File: src/rra_pkg.sv
// constants and types for the remote access and fault report block
// assumes a single 250 MHz clock and a synchronous command port
package rra_pkg;
   localparam int NSET = 14;
   localparam int NGRP = 3;
   localparam logic [1:0] GRP_ACTIVE = 2'h0;
   localparam logic [1:0] GRP_MAIN = 2'h1;
   localparam logic [1:0] GRP_SECOND = 2'h2;
   localparam logic [15:0] SET_MIN = 16'h0000;
   localparam logic [15:0] SET_MAX = 16'h03E7;
   localparam logic [15:0] SET_RST = 16'h0000;
   localparam logic [9:0] PWD_MIN = 10'h001;
   localparam logic [9:0] PWD_MAX = 10'h3E7;
   localparam logic [9:0] PWD_RST = 10'h001;
   localparam logic [15:0] FMT_VALUE = 16'h0002;
   localparam logic [1:0] STAT_RESET_BIT = 2'h1;
   localparam logic [1:0] STAT_OVF_BIT = 2'h2;
   localparam logic [7:0] FC_NONE = 8'h00;
   localparam logic [7:0] FC_POWER = 8'h01;
   localparam logic [7:0] FC_TRIP = 8'h04;
   localparam logic [7:0] FC_ROM = 8'h1E;
   localparam logic [7:0] FC_RAM = 8'h32;
   localparam logic [7:0] FC_PAR_BASE = 8'h33;
   localparam logic [7:0] FC_KEY = 8'h38;
   localparam logic [7:0] FC_LOW_X1 = 8'hC3;
   localparam logic [7:0] FC_LOW_X5 = 8'h83;
   localparam logic [7:0] FC_LOW_X25 = 8'h43;
   localparam logic [7:0] FC_HIGH_X1 = 8'hCB;
   localparam logic [7:0] FC_HIGH_X5 = 8'h8B;
   localparam logic [7:0] FC_HIGH_X25 = 8'h4B;
   localparam logic [7:0] FC_ADC = 8'hFD;
   localparam logic [3:0] FC_LEAD_DIGIT = 4'h1;
   localparam int CLK_MHZ = 250;
   localparam int IRF_DELAY_NS = 100;
   localparam int IRF_DELAY_CYC = (IRF_DELAY_NS * CLK_MHZ + 999) / 1000;
   localparam logic [7:0] IRF_DELAY = 8'(IRF_DELAY_CYC);
   typedef enum logic [3:0] {
      RRA_CMD_NONE = 4'b0000,
      RRA_CMD_READ_EV = 4'b0001,
      RRA_CMD_REREAD_EV = 4'b0010,
      RRA_CMD_READ_STAT = 4'b0011,
      RRA_CMD_CLR_STAT = 4'b0100,
      RRA_CMD_READ_SET = 4'b0101,
      RRA_CMD_WRITE_SET = 4'b0110,
      RRA_CMD_OPEN_PWD = 4'b0111,
      RRA_CMD_CHG_PWD = 4'b1000,
      RRA_CMD_FORMAT = 4'b1001,
      RRA_CMD_READ_FAULT = 4'b1010
   } rra_cmd_e;
   typedef enum logic [2:0] {
      RRA_FT_NONE = 3'b000,
      RRA_FT_REF_LOW = 3'b001,
      RRA_FT_REF_HIGH = 3'b010
   } rra_ref_e;
endpackage : rra_pkg

File: src/rra_core.sv
// remote access, event delivery and self-supervision fault reporting
// assumes one command per cycle from the partner, inputs synchronous
`timescale 1ns/1ps
module rra_core
   import rra_pkg::*;
(
   input wire logic sys_clk,
   input wire logic srst,
   input wire logic cmd_valid,
   input wire rra_cmd_e cmd_code,
   input wire logic [1:0] cmd_group,
   input wire logic [3:0] cmd_index,
   input wire logic [15:0] cmd_wdata,
   input wire logic local_wr,
   input wire logic [1:0] local_group,
   input wire logic [3:0] local_index,
   input wire logic [15:0] local_wdata,
   input wire logic ev_valid,
   input wire logic [31:0] ev_data,
   input wire logic auto_reset,
   input wire logic flt_trip_path,
   input wire logic flt_rom,
   input wire logic flt_ram,
   input wire logic [3:0] flt_par_mem,
   input wire logic flt_par_key,
   input wire logic [1:0] ref_fault,
   input wire logic [1:0] ref_mult,
   input wire logic flt_adc,
   input wire logic power_reset,
   output logic rsp_valid_ff,
   output logic [31:0] rsp_data_ff,
   output logic rsp_err_ff,
   output logic pwd_open_ff,
   output logic [1:0] status_ff,
   output logic internal_fault_indicator_ff,
   output logic supervision_out_ff,
   output logic [3:0] fault_lead_ff,
   output logic [7:0] fault_num_ff
);
   logic [15:0] set_mem [NGRP][NSET];
   logic [31:0] ev_reg_ff;
   logic ev_full_ff;
   logic [31:0] ev_last_ff;
   logic [9:0] pwd_ff;
   logic [7:0] irf_cnt_ff;
   logic [7:0] nxt_fault;
   logic fault_perm;
   logic take_read;
   logic rem_wr;
   logic rem_ok;
   logic loc_ok;
   logic fmt_ok;
   logic idx_ok;

   assign take_read = cmd_valid && cmd_code == RRA_CMD_READ_EV;
   assign idx_ok = 32'(cmd_index) < NSET && 32'(cmd_group) < NGRP;
   // one write path for all three groups
   assign rem_wr = cmd_valid && cmd_code == RRA_CMD_WRITE_SET;
   assign rem_ok = rem_wr && pwd_open_ff && idx_ok
      && cmd_wdata >= SET_MIN && cmd_wdata <= SET_MAX;
   assign loc_ok = local_wr && 32'(local_index) < NSET
      && 32'(local_group) < NGRP
      && local_wdata >= SET_MIN && local_wdata <= SET_MAX;
   assign fmt_ok = cmd_valid && cmd_code == RRA_CMD_FORMAT && pwd_open_ff
      && cmd_wdata == FMT_VALUE;

   // remote write wins a collision with a panel write
   always_ff @(posedge sys_clk) begin
      if (srst) begin
         for (int g = 0; g < NGRP; g++) begin
            for (int i = 0; i < NSET; i++) begin
               set_mem[g][i] <= SET_RST;
            end
         end
      end else if (rem_ok) begin
         set_mem[cmd_group][cmd_index] <= cmd_wdata;
      end else if (loc_ok) begin
         set_mem[local_group][local_index] <= local_wdata;
      end
   end

   // single event slot; a new event while full and not read that cycle is dropped, old kept
   always_ff @(posedge sys_clk) begin
      if (srst) begin
         ev_full_ff <= 1'b0;
         ev_reg_ff <= '0;
      end else if (ev_valid && (!ev_full_ff || take_read)) begin
         ev_full_ff <= 1'b1;
         ev_reg_ff <= ev_data;
      end else if (take_read) begin
         ev_full_ff <= 1'b0;
      end
   end

   always_ff @(posedge sys_clk) begin
      if (srst) begin
         ev_last_ff <= '0;
      end else if (take_read) begin
         ev_last_ff <= ev_full_ff ? ev_reg_ff : '0;
      end
   end

   // set beats clear in the same cycle
   always_ff @(posedge sys_clk) begin
      if (srst) begin
         status_ff <= '0;
      end else begin
         status_ff <= ((cmd_valid && cmd_code == RRA_CMD_CLR_STAT
            && cmd_wdata == 16'h0000) ? 2'h0 : status_ff)
            | (auto_reset ? STAT_RESET_BIT : 2'h0)
            | (ev_valid && ev_full_ff && !take_read
               ? STAT_OVF_BIT : 2'h0);
      end
   end

   always_ff @(posedge sys_clk) begin
      if (srst) begin
         pwd_ff <= PWD_RST;
         pwd_open_ff <= 1'b0;
      end else if (cmd_valid && cmd_code == RRA_CMD_OPEN_PWD) begin
         pwd_open_ff <= cmd_wdata[9:0] == pwd_ff
            && cmd_wdata[15:10] == '0;
      end else if (cmd_valid && cmd_code == RRA_CMD_CHG_PWD
            && pwd_open_ff) begin
         if (cmd_wdata == 16'h0000) begin
            pwd_open_ff <= 1'b0;
         end else if (cmd_wdata <= 16'(PWD_MAX)
               && cmd_wdata >= 16'(PWD_MIN)) begin
            pwd_ff <= cmd_wdata[9:0];
         end
      end
   end

   // key fault stays until a format clears it
   logic key_flt_ff;
   always_ff @(posedge sys_clk) begin
      if (srst) begin
         key_flt_ff <= 1'b0;
      end else if (flt_par_key) begin
         key_flt_ff <= 1'b1;
      end else if (fmt_ok) begin
         key_flt_ff <= 1'b0;
      end
   end

   // fixed priority picks one fault number when several are present
   always_comb begin
      nxt_fault = FC_NONE;
      if (flt_adc) begin
         nxt_fault = FC_ADC;
      end else if (ref_fault == 2'(RRA_FT_REF_LOW)) begin
         case (ref_mult)
            2'h0: nxt_fault = FC_LOW_X1;
            2'h1: nxt_fault = FC_LOW_X5;
            default: nxt_fault = FC_LOW_X25;
         endcase
      end else if (ref_fault == 2'(RRA_FT_REF_HIGH)) begin
         case (ref_mult)
            2'h0: nxt_fault = FC_HIGH_X1;
            2'h1: nxt_fault = FC_HIGH_X5;
            default: nxt_fault = FC_HIGH_X25;
         endcase
      end else if (flt_rom) begin
         nxt_fault = FC_ROM;
      end else if (flt_ram) begin
         nxt_fault = FC_RAM;
      end else if (key_flt_ff) begin
         nxt_fault = FC_KEY;
      end else if (flt_par_mem != 4'h0) begin
         for (int k = 3; k >= 0; k--) begin
            if (flt_par_mem[k]) begin
               nxt_fault = FC_PAR_BASE + 8'(k);
            end
         end
      end else if (flt_trip_path) begin
         nxt_fault = FC_TRIP;
      end else if (power_reset) begin
         nxt_fault = FC_POWER;
      end
   end
   assign fault_perm = nxt_fault != FC_NONE;

   // fault code latches: it is repair information, kept until reset
   always_ff @(posedge sys_clk) begin
      if (srst) begin
         fault_num_ff <= FC_NONE;
         fault_lead_ff <= 4'h0;
      end else if (fault_perm && fault_num_ff == FC_NONE) begin
         fault_num_ff <= nxt_fault;
         fault_lead_ff <= FC_LEAD_DIGIT;
      end
   end

   always_ff @(posedge sys_clk) begin
      if (srst) begin
         irf_cnt_ff <= '0;
         internal_fault_indicator_ff <= 1'b0;
         supervision_out_ff <= 1'b0;
      end else if (fault_num_ff != FC_NONE) begin
         if (irf_cnt_ff < IRF_DELAY) begin
            irf_cnt_ff <= irf_cnt_ff + 8'h01;
         end else begin
            internal_fault_indicator_ff <= 1'b1;
            supervision_out_ff <= 1'b1;
         end
      end
   end

   always_ff @(posedge sys_clk) begin
      if (srst) begin
         rsp_valid_ff <= 1'b0;
         rsp_data_ff <= '0;
         rsp_err_ff <= 1'b0;
      end else begin
         rsp_valid_ff <= cmd_valid;
         rsp_err_ff <= 1'b0;
         rsp_data_ff <= '0;
         if (cmd_valid) begin
            case (cmd_code)
               RRA_CMD_READ_EV:
                  rsp_data_ff <= ev_full_ff ? ev_reg_ff : '0;
               RRA_CMD_REREAD_EV: rsp_data_ff <= ev_last_ff;
               RRA_CMD_READ_STAT: rsp_data_ff <= 32'(status_ff);
               RRA_CMD_READ_SET: begin
                  if (idx_ok) begin
                     rsp_data_ff <= 32'(set_mem[cmd_group][cmd_index]);
                  end else begin
                     rsp_err_ff <= 1'b1;
                  end
               end
               RRA_CMD_READ_FAULT: rsp_data_ff <= 32'(fault_num_ff);
               RRA_CMD_WRITE_SET: rsp_err_ff <= !rem_ok;
               RRA_CMD_CHG_PWD: rsp_err_ff <= !pwd_open_ff;
               RRA_CMD_FORMAT: rsp_err_ff <= !fmt_ok;
               RRA_CMD_CLR_STAT: rsp_err_ff <= cmd_wdata != 16'h0000;
               RRA_CMD_OPEN_PWD: rsp_err_ff <= 1'b0;
               default: rsp_err_ff <= 1'b1;
            endcase
         end
      end
   end

   chk_write_gated: assert property (@(posedge sys_clk) disable iff (srst)
      rem_wr && !pwd_open_ff |=> rsp_err_ff)
      else $error("setting write accepted while password closed");
   chk_range_keep: assert property (@(posedge sys_clk) disable iff (srst)
      rem_wr && cmd_wdata > SET_MAX |=> rsp_err_ff)
      else $error("out of range write not refused");
   chk_read_once: assert property (@(posedge sys_clk) disable iff (srst)
      take_read && !ev_valid |=> !ev_full_ff)
      else $error("event stayed after read");
   chk_reread_same: assert property (@(posedge sys_clk) disable iff (srst)
      take_read ##1 (cmd_valid && cmd_code == RRA_CMD_REREAD_EV)
      |=> rsp_data_ff == $past(rsp_data_ff))
      else $error("re-read differs from last read");
   chk_ovf_flag: assert property (@(posedge sys_clk) disable iff (srst)
      ev_valid && ev_full_ff && !take_read |=> status_ff[1])
      else $error("overflow not flagged");
   chk_irf_delay: assert property (@(posedge sys_clk) disable iff (srst)
      $rose(fault_lead_ff == FC_LEAD_DIGIT)
      |-> ##[1:40] internal_fault_indicator_ff)
      else $error("indicator late");
   chk_adc_code: assert property (@(posedge sys_clk) disable iff (srst)
      flt_adc && fault_num_ff == FC_NONE |=> fault_num_ff == FC_ADC)
      else $error("converter fault code wrong");
   chk_low_code: assert property (@(posedge sys_clk) disable iff (srst)
      !flt_adc && ref_fault == 2'h1 && ref_mult == 2'h0
      && fault_num_ff == FC_NONE |=> fault_num_ff == FC_LOW_X1)
      else $error("reference low code wrong");
   chk_stat_reset: assert property (@(posedge sys_clk) disable iff (srst)
      auto_reset |=> status_ff[0])
      else $error("auto reset not flagged");
   cov_read_reread: cover property (@(posedge sys_clk) disable iff (srst)
      take_read ##1 (cmd_valid && cmd_code == RRA_CMD_REREAD_EV));
   cov_write_ok: cover property (@(posedge sys_clk) disable iff (srst)
      rem_ok);
   cov_fault_lit: cover property (@(posedge sys_clk) disable iff (srst)
      $rose(internal_fault_indicator_ff));
   cov_overflow: cover property (@(posedge sys_clk) disable iff (srst)
      $rose(status_ff[1]));
endmodule : rra_core

File: config.mk
export PLATFORM = sky130hd
export DESIGN_NAME = rra_core
export DESIGN_NICKNAME = d
export VERILOG_FILES = /design/src/rra_pkg.sv /design/src/rra_core.sv
export SDC_FILE = /design/constraint.sdc
export NUM_CORES = 1
export LEC_CHECK = 0
export ABC_AREA = 0
export BUFFER_PORTS_ARGS = -buffer_cell sky130_fd_sc_hd__buf_4
export CAP_MARGIN = 20
export CORE_MARGIN = 2
export CORE_UTILIZATION = 35
export DETAILED_ROUTE_END_ITERATION = 10
export GPL_TIMING_DRIVEN = 0
export PLACE_DENSITY = 0.62
export SYNTH_ARGS = -nofsm -noshare
export SYNTH_HDL_FRONTEND = slang
export SYNTH_SLANG_ARGS = --single-unit
File: constraint.sdc
create_clock -name sys_clk -period 5.65 [get_ports sys_clk]
set_input_delay 0.2825 -clock sys_clk [delete_from_list [all_inputs] [get_ports sys_clk]]
set_output_delay 0.2825 -clock sys_clk [all_outputs]
set_load 0.005 [all_outputs]
---- Word-level counts from Yosys, hierarchy flattened ----
Memory sizes are Yosys's and may differ from the RTL's.
Index checks and enable logic that the tools add are counted.
storage, ports and cells
  register bits after elaboration ......... 131
  memories kept ........................... 1
  logic and storage cells ................. 158
  RAM bits ................................ 672
  output and inout bits ................... 51
  input bits .............................. 100
cells by class
  add/subtract/negate cells ............... 1
  eq/ne operators ......................... 15
  order comparisons ....................... 14
  multiplexer cells ....................... 52
  bitwise logic cells ..................... 8
  reductions and logical operators ........ 53
memories
  memory   words  bits a word  rd ports  clocked after Yosys merged registers in  wr ports  RTL line        text
  set_mem  3      224          1         0                                        3         rra_core.sv:40  logic [15:0] set_mem [NGRP][NSET];
operators with widths
  cell                  number
  $mux 224              6
  $reduce_or 224->1     2
  $pmux 32 s5           1
  $demux 16 s4          2
  $mux 16               5
  $mux 8                10
  $bmux 16 s4           1
  $ge 16x1->1 const B   3
  $le 16x10->1 const B  2
  $mux 32               1
  $pmux 8 s2            2
  $logic_and 1x1->1     27
  $mux 1                17
  $eq 16x2->1 const B   1
  $eq 4x3->1 const B    4
  $logic_not 16->1      1
  $reduce_bool 16->1    1
  $reduce_bool 8->1     2
  $eq 4x4->1 const B    3
  $eq 10x10->1          1
  $ge 5x5->1 const B    2
  $lt 5x1->1 const B    2
  $not 4->5             2
  $add 8x1->8 const B   1
  other kinds (25)      44

---- Depth between registers and ports, before layout ----
Gate-level depths: netlist of run 1.
  word-level depth ........................ 13
  mapped depth ............................ 11
  depth with buffers taken out ............ 8

---- Worst setup path before layout of run 1 ----
Ideal clock, no wire load.
  path type ............................... input -> register
  start ................................... input cmd_code[3]
  end ..................................... memory set_mem[1][176] (netlist name) (enable)
  buffers on the path ..................... 5
  library setup time ...................... 0.392 ns
  required time ........................... 5.258 ns
  cell stages on the path ................. 10
  path slack .............................. 2.530 ns
  arrival time ............................ 2.727 ns
  cells stage by stage .................... buf_2 -> nor2b_1 -> buf_2 -> nand4_4 -> or3_1 -> buf_6 -> buf_6 -> buf_6 -> mux2i_4 -> o21bai_1
RTL lines
  element          RTL line        text
  start, declared  rra_core.sv:10  input wire rra_cmd_e cmd_code,
  end, declared    rra_core.sv:40

---- Worst setup path after layout of run 1 ----
  start ................................... input cmd_index[3]
  end ..................................... register rsp_data_ff[1]
between the ends
  longest elaborated chain between the ends .. 6
  elaborated cells between the ends (all ways) .. 8
  those cells by class .................... order compare: 1; mux: 5; bitwise: 1; reduce/logical: 1
ends and longest elaborated chain
  element                                      RTL line         text
  start, declared                              rra_core.sv:12   input wire logic [3:0] cmd_index,
  $not 4->5 (not written as such)              rra_core.sv:226  rsp_data_ff <= 32'(set_mem[cmd_group][cmd_index]);
  $bmux 16 s4                                  rra_core.sv:226
  $mux 16 (not written as such) (2 in series)  rra_core.sv:226
  $mux 16 *                                    rra_core.sv:225  if (idx_ok) begin
  $pmux 32 s5 *                                rra_core.sv:219  case (cmd_code)
  end signal, assigned                         rra_core.sv:221  rsp_data_ff <= ev_full_ff ? ev_reg_ff : '0;
  end signal, assigned                         rra_core.sv:222  RRA_CMD_REREAD_EV: rsp_data_ff <= ev_last_ff;
  end signal, assigned                         rra_core.sv:226
  end, declared                                rra_core.sv:31   output logic [31:0] rsp_data_ff,
Every way passes the cells marked *; elsewhere a longest branch is shown, timed or not. The select of a mux whose other input is x is not followed.
A chain may end at the register's enable or synchronous reset.

==> run_summary.xml, run 1 <==
<?xml version="1.0" encoding="UTF-8"?>
<metrics>
  <group name="final_layout">
    <metric name="stdcell_count" unit="">5254</metric>
    <metric name="finish.instance_area" unit="sq mm">0.05285</metric>
    <metric name="area_used_by_multi_input_combinational_logic" unit="sq mm">0.01436</metric>
    <metric name="seqCellArea" unit="sq mm">0.02953</metric>
    <metric name="final_nets" unit="">3640</metric>
    <metric name="synthToLayoutAreaGrowth" unit="%">23.58</metric>
    <metric name="fillerInstances" unit="">10884</metric>
    <metric name="fraction_of_layout_cells_with_a_size_suffix_above_1" unit="%">22.31</metric>
  </group>
  <group name="critical_path">
    <metric name="crit_required" unit="ns">6.15</metric>
    <metric name="timing_worst_setup_path_type" unit="">input pin to flop</metric>
    <metric name="worst_setup_path_end_kind" unit="">flop</metric>
    <metric name="cp_max_fo" unit="">10</metric>
    <metric name="cp.arrival" unit="ns">4.40</metric>
    <metric name="start_kind" unit="">input pin</metric>
  </group>
  <group name="power_and_ir_drop">
    <metric name="sequentialPowerShare" unit="%">50.1</metric>
    <metric name="power.density_cell_area" unit="mW/mm^2">335.3</metric>
    <metric name="vdd_ir_drop_max" unit="mV">0.2510</metric>
    <metric name="p_leak" unit="nW">18.80</metric>
    <metric name="p_sw_share" unit="%">24.13</metric>
    <metric name="share_comb_of_total_power" unit="%">9.5</metric>
    <metric name="power_switching" unit="W">0.004277</metric>
    <metric name="internal-power" unit="W">0.01345</metric>
    <metric name="share_clk_of_total_power" unit="%">40.4</metric>
  </group>
  <group name="floorplanning">
    <metric name="initial_core_util" unit="%">35.18</metric>
    <metric name="die_height" unit="microns">353.6</metric>
    <metric name="dieWidth" unit="microns">353.6</metric>
    <metric name="floorplan.core_area" unit="sq mm">0.1216</metric>
    <metric name="ios" unit="">151</metric>
    <metric name="die_area" unit="sq mm">0.1250</metric>
    <metric name="std_cell_rows" unit="">128</metric>
  </group>
  <group name="detailed_routing">
    <metric name="antenna_left" unit="">0</metric>
    <metric name="detailroute.via_count" unit="">28137</metric>
    <metric name="post_drt_via_cell_ratio" unit="">5.355</metric>
    <metric name="wl" unit="microns">149600</metric>
    <metric name="remaining_drc_errors" unit="">0</metric>
    <metric name="route.detailed.wl_per_inst" unit="microns">28.48</metric>
    <metric name="drt_first_pass_iters" unit="">6</metric>
    <metric name="drt_iter0_drc" unit="">4405</metric>
  </group>
  <group name="sta">
    <metric name="unrepaired_setup_endpoints_after_global_routing" unit="">false</metric>
    <metric name="max-slew-margin-rel" unit="%">11.32</metric>
    <metric name="worst-slew-pin-transition" unit="ns">1.330</metric>
    <metric name="hold-worst-slack" unit="ns">0.04581</metric>
    <metric name="hold_viol" unit="">0</metric>
    <metric name="setup_tns_after_final_layout" unit="ns">0</metric>
    <metric name="finClkSkew" unit="ns">0.05168</metric>
    <metric name="max_clock_freq" unit="MHz">256.5</metric>
    <metric name="number_of_max_slew_violations_in_the_final_report" unit="">0</metric>
    <metric name="finalSetupViolations" unit="">0</metric>
    <metric name="final.period_utilization" unit="%">69.02</metric>
    <metric name="min_period" unit="ns">3.899</metric>
  </group>
  <group name="status">
    <metric name="status" unit="">finished, final reports clean</metric>
  </group>
  <group name="run">
    <metric name="number_of_violations_of_the_max_capacitance_limit" unit="">0</metric>
  </group>
  <group name="placement">
    <metric name="port-buffer-count" unit="">143</metric>
    <metric name="dp_cells" unit="">5004</metric>
    <metric name="globalplace.congestion" unit="">1.014</metric>
    <metric name="post_dp_cell_area" unit="sq mm">0.04881</metric>
    <metric name="hpwl" unit="microns">104100</metric>
  </group>
  <group name="cts">
    <metric name="cts.htree.levels" unit="">3</metric>
    <metric name="cts.root.buffer_cell" unit="">sky130_fd_sc_hd__clkbuf_16</metric>
    <metric name="cts.sink_count" unit="">1027</metric>
    <metric name="tritoncts" unit="">done</metric>
    <metric name="clk-insertion-delay-late" unit="ns">0.73</metric>
    <metric name="post_cts_resized" unit="">0</metric>
    <metric name="cts_buffer_depth" unit="">3</metric>
    <metric name="total_clock_buffers_created_by_cts" unit="">108</metric>
    <metric name="cts.reportedPaths.clkPinSlew" unit="ns">0.06</metric>
  </group>
  <group name="grt">
    <metric name="grt_pass1_vias" unit="">27213</metric>
    <metric name="grt_start_max_net_pins" unit="">29</metric>
    <metric name="busiest_layer" unit="">met2</metric>
    <metric name="grt_first_pass_wirelength" unit="microns">205900</metric>
    <metric name="grt_util_met2" unit="%">36.13</metric>
    <metric name="grt_antenna_before_repair" unit="">2</metric>
    <metric name="use_met1" unit="%">31.10</metric>
    <metric name="globalRouteOverflowTotal" unit="">0</metric>
    <metric name="gr-usage-all-layers" unit="%">23.59</metric>
    <metric name="groute.layer.met3.usage" unit="%">6.381</metric>
  </group>
  <group name="synth">
    <metric name="ys_top_cells_by_area" unit="">sky130_fd_sc_hd__edfxtp_1 (63%), sky130_fd_sc_hd__mux4_2 (12%), sky130_fd_sc_hd__dfxtp_1 (6.1%)</metric>
    <metric name="synth.yosys.seq_area_share" unit="%">69.04</metric>
    <metric name="post_synthesis_area_per_instance" unit="sq um">16.22</metric>
    <metric name="synth_warnings" unit="">0</metric>
    <metric name="synth-main-ff-cell" unit="">sky130_fd_sc_hd__edfxtp_1</metric>
    <metric name="yosys.area.top_type_share" unit="%">62.91</metric>
    <metric name="yosys.cell_count.top_type" unit="">sky130_fd_sc_hd__edfxtp_1</metric>
    <metric name="netlist.top_cell.by_area" unit="">sky130_fd_sc_hd__edfxtp_1</metric>
    <metric name="synth-async-reset-ratio" unit="%">0</metric>
    <metric name="synth_cells" unit="">2637</metric>
    <metric name="netlist_top_cells_count" unit="">sky130_fd_sc_hd__edfxtp_1 (896), sky130_fd_sc_hd__nor2_1 (390), sky130_fd_sc_hd__mux4_2 (228)</metric>
    <metric name="yosysUniqueCellTypes" unit="">88</metric>
    <metric name="synthesis.area" unit="sq mm">0.04277</metric>
    <metric name="number_of_enable_flip_flop_cells_after_synthesis" unit="">896</metric>
    <metric name="postSynthRegisterBits" unit="">1027</metric>
  </group>
  <group name="hold_path">
    <metric name="holdCritPathClass" unit="">input pin to flop</metric>
  </group>
</metrics>
## cell families (layout without fill, tap and decap cells)
family	Yosys count	count (layout)	synth area share [%]
AOI/OAI and AO/OA	302	302	5.787
xor gates and xnor gates	15	15	0.3072
adders and majority gates	3	3	0.08191
buffers and inverters	212	639	2.727
DFF	1027	1027	69.04
muxes	289	289	13.50
other	1	566	0.008768
and+or+nand+nor	788	788	8.548
## worst paths after layout
check / from / endpoint / slack (ns) / depth (start not counted)
worst min-delay path: local_wdata[2] / set_mem[1][34] / 0.05 / 3
worst min register to register: ev_last_ff[23] / ev_last_ff[23] / 0.45 / 2
worst max register to register: pwd_open_ff / set_mem[2][140] / 1.87 / 8
worst max-delay path: cmd_index[3] / rsp_data_ff[1] / 1.75 / 8
## critical path: stages
cell and delay (ns):
sky130_fd_sc_hd__buf_4 0.21, sky130_fd_sc_hd__buf_2 0.39, sky130_fd_sc_hd__buf_1 0.84, sky130_fd_sc_hd__clkbuf_1 0.87, sky130_fd_sc_hd__a32oi_1 0.44, sky130_fd_sc_hd__o32ai_1 0.24, sky130_fd_sc_hd__a2111oi_0 0.11, sky130_fd_sc_hd__a221oi_1 0.97
## flip-flops by register name (all words and copies together), names as in the netlist
name / flops
set_mem: 896
ev_last_ff: 32
ev_reg_ff: 32
rsp_data_ff: 32
pwd_ff: 10
fault_num_ff: 8
irf_cnt_ff: 8
status_ff: 2
ev_full_ff: 1
fault_lead_ff: 1
key_flt_ff: 1
pwd_open_ff: 1
rsp_err_ff: 1
rsp_valid_ff: 1
supervision_out_ff: 1
## cells in the final DEF, fill, tap and decap left out, types with 11 or more instances in the layout
| cell type | synthesis | routed |
|---|---|---|
| sky130_fd_sc_hd__a21oi_1 | 96 | 96 |
| sky130_fd_sc_hd__a221oi_1 | 13 | 13 |
| sky130_fd_sc_hd__a22o_1 | 14 | 14 |
| sky130_fd_sc_hd__a22oi_1 | 39 | 39 |
| sky130_fd_sc_hd__a31oi_4 | 18 | 18 |
| sky130_fd_sc_hd__and3_1 | 15 | 15 |
| sky130_fd_sc_hd__buf_1 | 11 | 11 |
| sky130_fd_sc_hd__buf_2 | 45 | 46 |
| sky130_fd_sc_hd__buf_4 | 41 | 184 |
| sky130_fd_sc_hd__buf_6 | 14 | 16 |
| sky130_fd_sc_hd__buf_8 | 2 | 29 |
| sky130_fd_sc_hd__bufinv_16 | 0 | 11 |
| sky130_fd_sc_hd__clkbuf_1 | 73 | 90 |
| sky130_fd_sc_hd__clkbuf_16 | 0 | 110 |
| sky130_fd_sc_hd__clkinv_1 | 0 | 24 |
| sky130_fd_sc_hd__clkinv_2 | 0 | 17 |
| sky130_fd_sc_hd__conb_1 | 1 | 563 |
| sky130_fd_sc_hd__dfxtp_1 | 131 | 131 |
| sky130_fd_sc_hd__dlygate4sd3_1 | 0 | 47 |
| sky130_fd_sc_hd__edfxtp_1 | 896 | 896 |
| sky130_fd_sc_hd__inv_1 | 14 | 14 |
| sky130_fd_sc_hd__mux2_2 | 12 | 12 |
| sky130_fd_sc_hd__mux2i_1 | 48 | 48 |
| sky130_fd_sc_hd__mux4_2 | 228 | 228 |
| sky130_fd_sc_hd__nand2_1 | 148 | 148 |
| sky130_fd_sc_hd__nand2b_1 | 28 | 27 |
| sky130_fd_sc_hd__nand3_1 | 65 | 65 |
| sky130_fd_sc_hd__nor2_1 | 390 | 365 |
| sky130_fd_sc_hd__nor2_2 | 13 | 31 |
| sky130_fd_sc_hd__nor2b_1 | 21 | 21 |
| sky130_fd_sc_hd__nor3_1 | 14 | 14 |
| sky130_fd_sc_hd__nor4_1 | 26 | 26 |
| sky130_fd_sc_hd__o21ai_0 | 15 | 15 |
## power by group through the flow
stage	clock, W	sequential, W	combinational (W)
after floorplan	0	0.00896	0.000893
after global placement	0	0.00902	0.00153
after detailed placement	0	0.00903	0.00160
after CTS	0.00723	0.00888	0.00163
after global routing	0.00750	0.00891	0.00175
final	0.00717	0.00888	0.00168
## cell type report
class / count / area share [%]
inverter: 24 / 0.1704
buffer: 188 / 2.036
timing repair buffer: 229 / 4.209
antenna: 3 / 0.01420
multi-input combinational: 1960 / 27.16
sequential: 1027 / 55.87
clock buffer: 129 / 5.381
clock inverter: 69 / 1.314
tap: 1625 / 3.847
## repair_timing
item                       in CTS  in global routing
hold endpoints to repair       53                  0
setup endpoints to repair       0                  0
hold buffers                   47                  0
setup buffers                   0                  0
## stage by stage
step                      power (W)  setup slack (ns)  utilization (%)
after detailed placement    0.01063             1.439            40.16
after floorplan            0.009853             2.530                -
after global placement      0.01055            0.3136            39.48
after global routing        0.01816             1.778            43.48
after CTS                   0.01774             1.984            43.45
final                       0.01772             1.751            43.48
## metal layers
| layer | share of wire (%) | up-vias |
|---|---|---|
| met3 | 12 | 397 |
| met4 | 5.5 | 2 |
| li1 | - | 11529 |
| met1 | 38 | 14211 |
| met5 | 0.018 | - |
| met2 | 45 | 1998 |
(Power assumes the default switching activity.)
==> inputs of run 2 (changes only) <==
--- a/config.mk
+++ b/config.mk
@@ -12,7 +12,7 @@
 export CORE_UTILIZATION = 35
 export DETAILED_ROUTE_END_ITERATION = 10
 export GPL_TIMING_DRIVEN = 0
-export PLACE_DENSITY = 0.62
+export PLACE_DENSITY = 0.64
 export SYNTH_ARGS = -nofsm -noshare
 export SYNTH_HDL_FRONTEND = slang
 export SYNTH_SLANG_ARGS = --single-unit
==> constraint.sdc (replaced) <==
create_clock -name sys_clk -period 3.29 [get_ports sys_clk]
set_input_delay 0.1645 -clock sys_clk [delete_from_list [all_inputs] [get_ports sys_clk]]
set_output_delay 0.1645 -clock sys_clk [all_outputs]
set_load 0.005 [all_outputs]
==> run_summary.xml, run 2 (synthesis results as in run 1) <==
<?xml version="1.0" encoding="UTF-8"?>
<metrics>
  <group name="status">
    <metric name="status" unit="">complete, but fails checks</metric>
    <metric name="violations_in_the_final_reports" unit="">negative setup slack</metric>
  </group>
  <group name="final_layout">
    <metric name="final_nets" unit="">3687</metric>
    <metric name="flip_flop_count_of_the_largest_register_all_copies_and_words_added" unit="">896</metric>
    <metric name="max_flop_register" unit="">set_mem</metric>
    <metric name="synthToLayoutAreaGrowth" unit="%">25.60</metric>
    <metric name="final_cell_mix" unit="">sky130_fd_sc_hd__edfxtp_1 (896), sky130_fd_sc_hd__conb_1 (563), sky130_fd_sc_hd__nor2_1 (364)</metric>
    <metric name="most_common_library_cell_in_the_layout_ignoring_fill_and_taps" unit="">sky130_fd_sc_hd__edfxtp_1</metric>
    <metric name="final_core_util" unit="%">44.19</metric>
    <metric name="fraction_of_layout_cells_with_a_size_suffix_above_1" unit="%">23.38</metric>
  </group>
  <group name="critical_path">
    <metric name="worst_setup_path_end_kind" unit="">flop</metric>
    <metric name="cp_max_fo" unit="">10</metric>
    <metric name="start_kind" unit="">input pin</metric>
    <metric name="reg2reg_end" unit="">rsp_data_ff[14]</metric>
    <metric name="timing.reg2reg.setup_slack" unit="ns">0.01</metric>
    <metric name="crit-reg2reg-launch" unit="">ev_full_ff</metric>
    <metric name="timing_worst_setup_path_type" unit="">input pin to flop</metric>
    <metric name="crit_required" unit="ns">3.88</metric>
    <metric name="worstRegToRegCells" unit="">8</metric>
    <metric name="cp.arrival" unit="ns">3.90</metric>
  </group>
  <group name="placement">
    <metric name="port-buffer-count" unit="">143</metric>
    <metric name="post-place-ws" unit="ns">-0.9939</metric>
    <metric name="hpwl" unit="microns">102600</metric>
    <metric name="globalplace.congestion" unit="">1.018</metric>
  </group>
  <group name="hold_path">
    <metric name="hold_path.startpoint" unit="">local_wdata[3]</metric>
    <metric name="holdCritPathClass" unit="">input pin to flop</metric>
    <metric name="endpoint_with_the_worst_hold_slack" unit="">set_mem[0][67]</metric>
    <metric name="min_path_cells" unit="">4</metric>
  </group>
  <group name="cts">
    <metric name="tritoncts" unit="">done</metric>
    <metric name="cts.sink_count" unit="">1027</metric>
    <metric name="clk-insertion-delay-late" unit="ns">0.72</metric>
    <metric name="cts.htree.levels" unit="">3</metric>
    <metric name="cts_buffer_depth" unit="">3</metric>
    <metric name="cts.reportedPaths.clkPinSlew" unit="ns">0.06</metric>
    <metric name="cts.root.buffer_cell" unit="">sky130_fd_sc_hd__clkbuf_16</metric>
    <metric name="total_clock_buffers_created_by_cts" unit="">106</metric>
  </group>
  <group name="sta">
    <metric name="final.period_utilization" unit="%">100.7</metric>
    <metric name="hold_viol" unit="">0</metric>
    <metric name="max_clock_freq" unit="MHz">301.8</metric>
    <metric name="setup_tns_after_final_layout" unit="ns">-0.02317</metric>
    <metric name="min_period" unit="ns">3.313</metric>
    <metric name="finClkSkew" unit="ns">0.04497</metric>
    <metric name="number_of_max_slew_violations_in_the_final_report" unit="">0</metric>
    <metric name="unrepaired_setup_endpoints_after_global_routing" unit="">false</metric>
    <metric name="timing.final.ws_setup" unit="ns">-0.02317</metric>
    <metric name="max-slew-margin-rel" unit="%">15.09</metric>
    <metric name="worst-slew-pin-transition" unit="ns">1.269</metric>
    <metric name="finalSetupViolations" unit="">1</metric>
  </group>
  <group name="floorplanning">
    <metric name="die_area" unit="sq mm">0.1250</metric>
    <metric name="std_cell_rows" unit="">128</metric>
    <metric name="die_height" unit="microns">353.6</metric>
    <metric name="ios" unit="">151</metric>
    <metric name="dieWidth" unit="microns">353.6</metric>
    <metric name="floorplan.core_area" unit="sq mm">0.1216</metric>
    <metric name="initial_core_util" unit="%">35.18</metric>
  </group>
  <group name="power_and_ir_drop">
    <metric name="power_switching" unit="W">0.007357</metric>
    <metric name="share_comb_of_total_power" unit="%">9.8</metric>
    <metric name="sequentialPowerShare" unit="%">50.0</metric>
    <metric name="p_leak" unit="nW">19.18</metric>
    <metric name="power.density_cell_area" unit="mW/mm^2">567.0</metric>
    <metric name="internal-power" unit="W">0.02310</metric>
    <metric name="vdd_ir_drop_max" unit="mV">0.4439</metric>
    <metric name="share_clk_of_total_power" unit="%">40.2</metric>
    <metric name="p_sw_share" unit="%">24.16</metric>
  </group>
  <group name="detailed_routing">
    <metric name="route.detailed.wl_per_inst" unit="microns">27.96</metric>
    <metric name="detailroute.via_count" unit="">28580</metric>
    <metric name="drt_iter0_drc" unit="">4333</metric>
    <metric name="drt_first_pass_iters" unit="">8</metric>
    <metric name="remaining_drc_errors" unit="">0</metric>
    <metric name="post_drt_via_cell_ratio" unit="">5.384</metric>
    <metric name="wl" unit="microns">148400</metric>
    <metric name="antenna_left" unit="">0</metric>
  </group>
  <group name="grt">
    <metric name="globalRouteOverflowTotal" unit="">0</metric>
    <metric name="grt_antenna_before_repair" unit="">6</metric>
    <metric name="grt_pass1_vias" unit="">27429</metric>
    <metric name="grt_start_max_net_pins" unit="">29</metric>
    <metric name="grt_first_pass_wirelength" unit="microns">204500</metric>
    <metric name="gr-usage-all-layers" unit="%">23.27</metric>
  </group>
  <group name="run">
    <metric name="number_of_violations_of_the_max_capacitance_limit" unit="">0</metric>
  </group>
</metrics>
## run 2: cell types whose count changed in the layout (fill, tap and decap cells not counted), moves of 5 or more
cell,delta
sky130_fd_sc_hd__buf_12,+12
sky130_fd_sc_hd__clkinv_2,+7
sky130_fd_sc_hd__nor2_4,+17
sky130_fd_sc_hd__dlygate4sd3_1,+19
sky130_fd_sc_hd__buf_4,+22
sky130_fd_sc_hd__o21bai_2,-5
sky130_fd_sc_hd__buf_8,-5
sky130_fd_sc_hd__clkinv_1,-6
sky130_fd_sc_hd__inv_4,+9
sky130_fd_sc_hd__o21bai_4,+5
sky130_fd_sc_hd__clkbuf_8,+10
sky130_fd_sc_hd__nor2_2,-16
sky130_fd_sc_hd__inv_2,-9
## run 2: how the worst max path moves through the flow
| stage | startpoint | slack [ns] | to | cells after the start |
|---|---|---|---|---|
| CTS | pwd_open_ff | -0.08 | set_mem[1][155] | 9 |
| global route | pwd_open_ff | 0.001 | set_mem[2][14] | 8 |
| floorplan | pwd_open_ff | 0.26 | set_mem[1][48] | 8 |
| global placement | cmd_index[1] | -1.93 | set_mem[2][95] | 8 |
| finish | cmd_index[0] | -0.02 | rsp_data_ff[10] | 8 |
| detailed placement | cmd_index[0] | -0.99 | rsp_data_ff[15] | 8 |
## run 2: power by group through the flow
| stage | clock network [W] | registers (W) | logic, W |
|---|---|---|---|
| global placement | 0 | 0.0155 | 0.00260 |
| CTS | 0.0123 | 0.0152 | 0.00285 |
| global route | 0.0128 | 0.0153 | 0.00309 |
| finish | 0.0122 | 0.0152 | 0.00298 |
| floorplan | 0 | 0.0154 | 0.00153 |
| detailed placement | 0 | 0.0155 | 0.00274 |
## run 2: through the flow
stage / std cells / hold WS (ns) / total power [W] / cell area [sq um]
4_1_cts: 5281 / 0.004872 / 0.03038 / 53310
3_5_place_dp: 5003 / 0.3972 / 0.01825 / 48860
5_1_grt: 5303 / 0.01852 / 0.03116 / 53700
3_3_place_gp: 4967 / 0.3971 / 0.01809 / 47980
2_1_floorplan: 3199 / 0.2819 / 0.01692 / 44880
6_report: 5308 / 0.02887 / 0.03045 / 53720
## run 2: layer usage
layer | part of all wire [%] | global-route usage, % | wire length (microns) | vias to the layer above
met5 | 0.12 | 0 | 185 | -
met4 | 6.3 | 11.87 | 9304 | 8
met3 | 14 | 7.500 | 20880 | 438
met2 | 44 | 35.30 | 64910 | 2166
met1 | 36 | 29.97 | 53130 | 14348
li1 | - | - | - | 11620
## run 2: area by class of cell
type                       count  area (sq um)
fill                       10686         67840
sequential                  1027         29530
multi-input combinational   1960         14570
clock buffer                 138          2914
timing repair buffer         278          2834
tap                         1625          2033
buffer                       188          1102
clock inverter                63         608.1
inverter                      24         112.6
antenna                        5         12.51
## run 2: repair_timing
item / CTS / global route
pin swaps: 6 / 12
hold buffers: 65 / 1
endpoints found under the hold margin: 78 / 1
endpoints found under the setup margin: 434 / 349
setup buffers: 12 / 20
gates resized for setup: 31 / 29
## run 2: worst max-delay path, cell delays in order
cell,delay [ns]
sky130_fd_sc_hd__buf_4,0.10
sky130_fd_sc_hd__clkbuf_1,0.65
sky130_fd_sc_hd__clkdlybuf4s15_2,0.65
sky130_fd_sc_hd__clkdlybuf4s15_1,0.91
sky130_fd_sc_hd__nand2_1,0.18
sky130_fd_sc_hd__a21oi_1,0.71
sky130_fd_sc_hd__nor4b_1,0.12
sky130_fd_sc_hd__a211oi_1,0.39
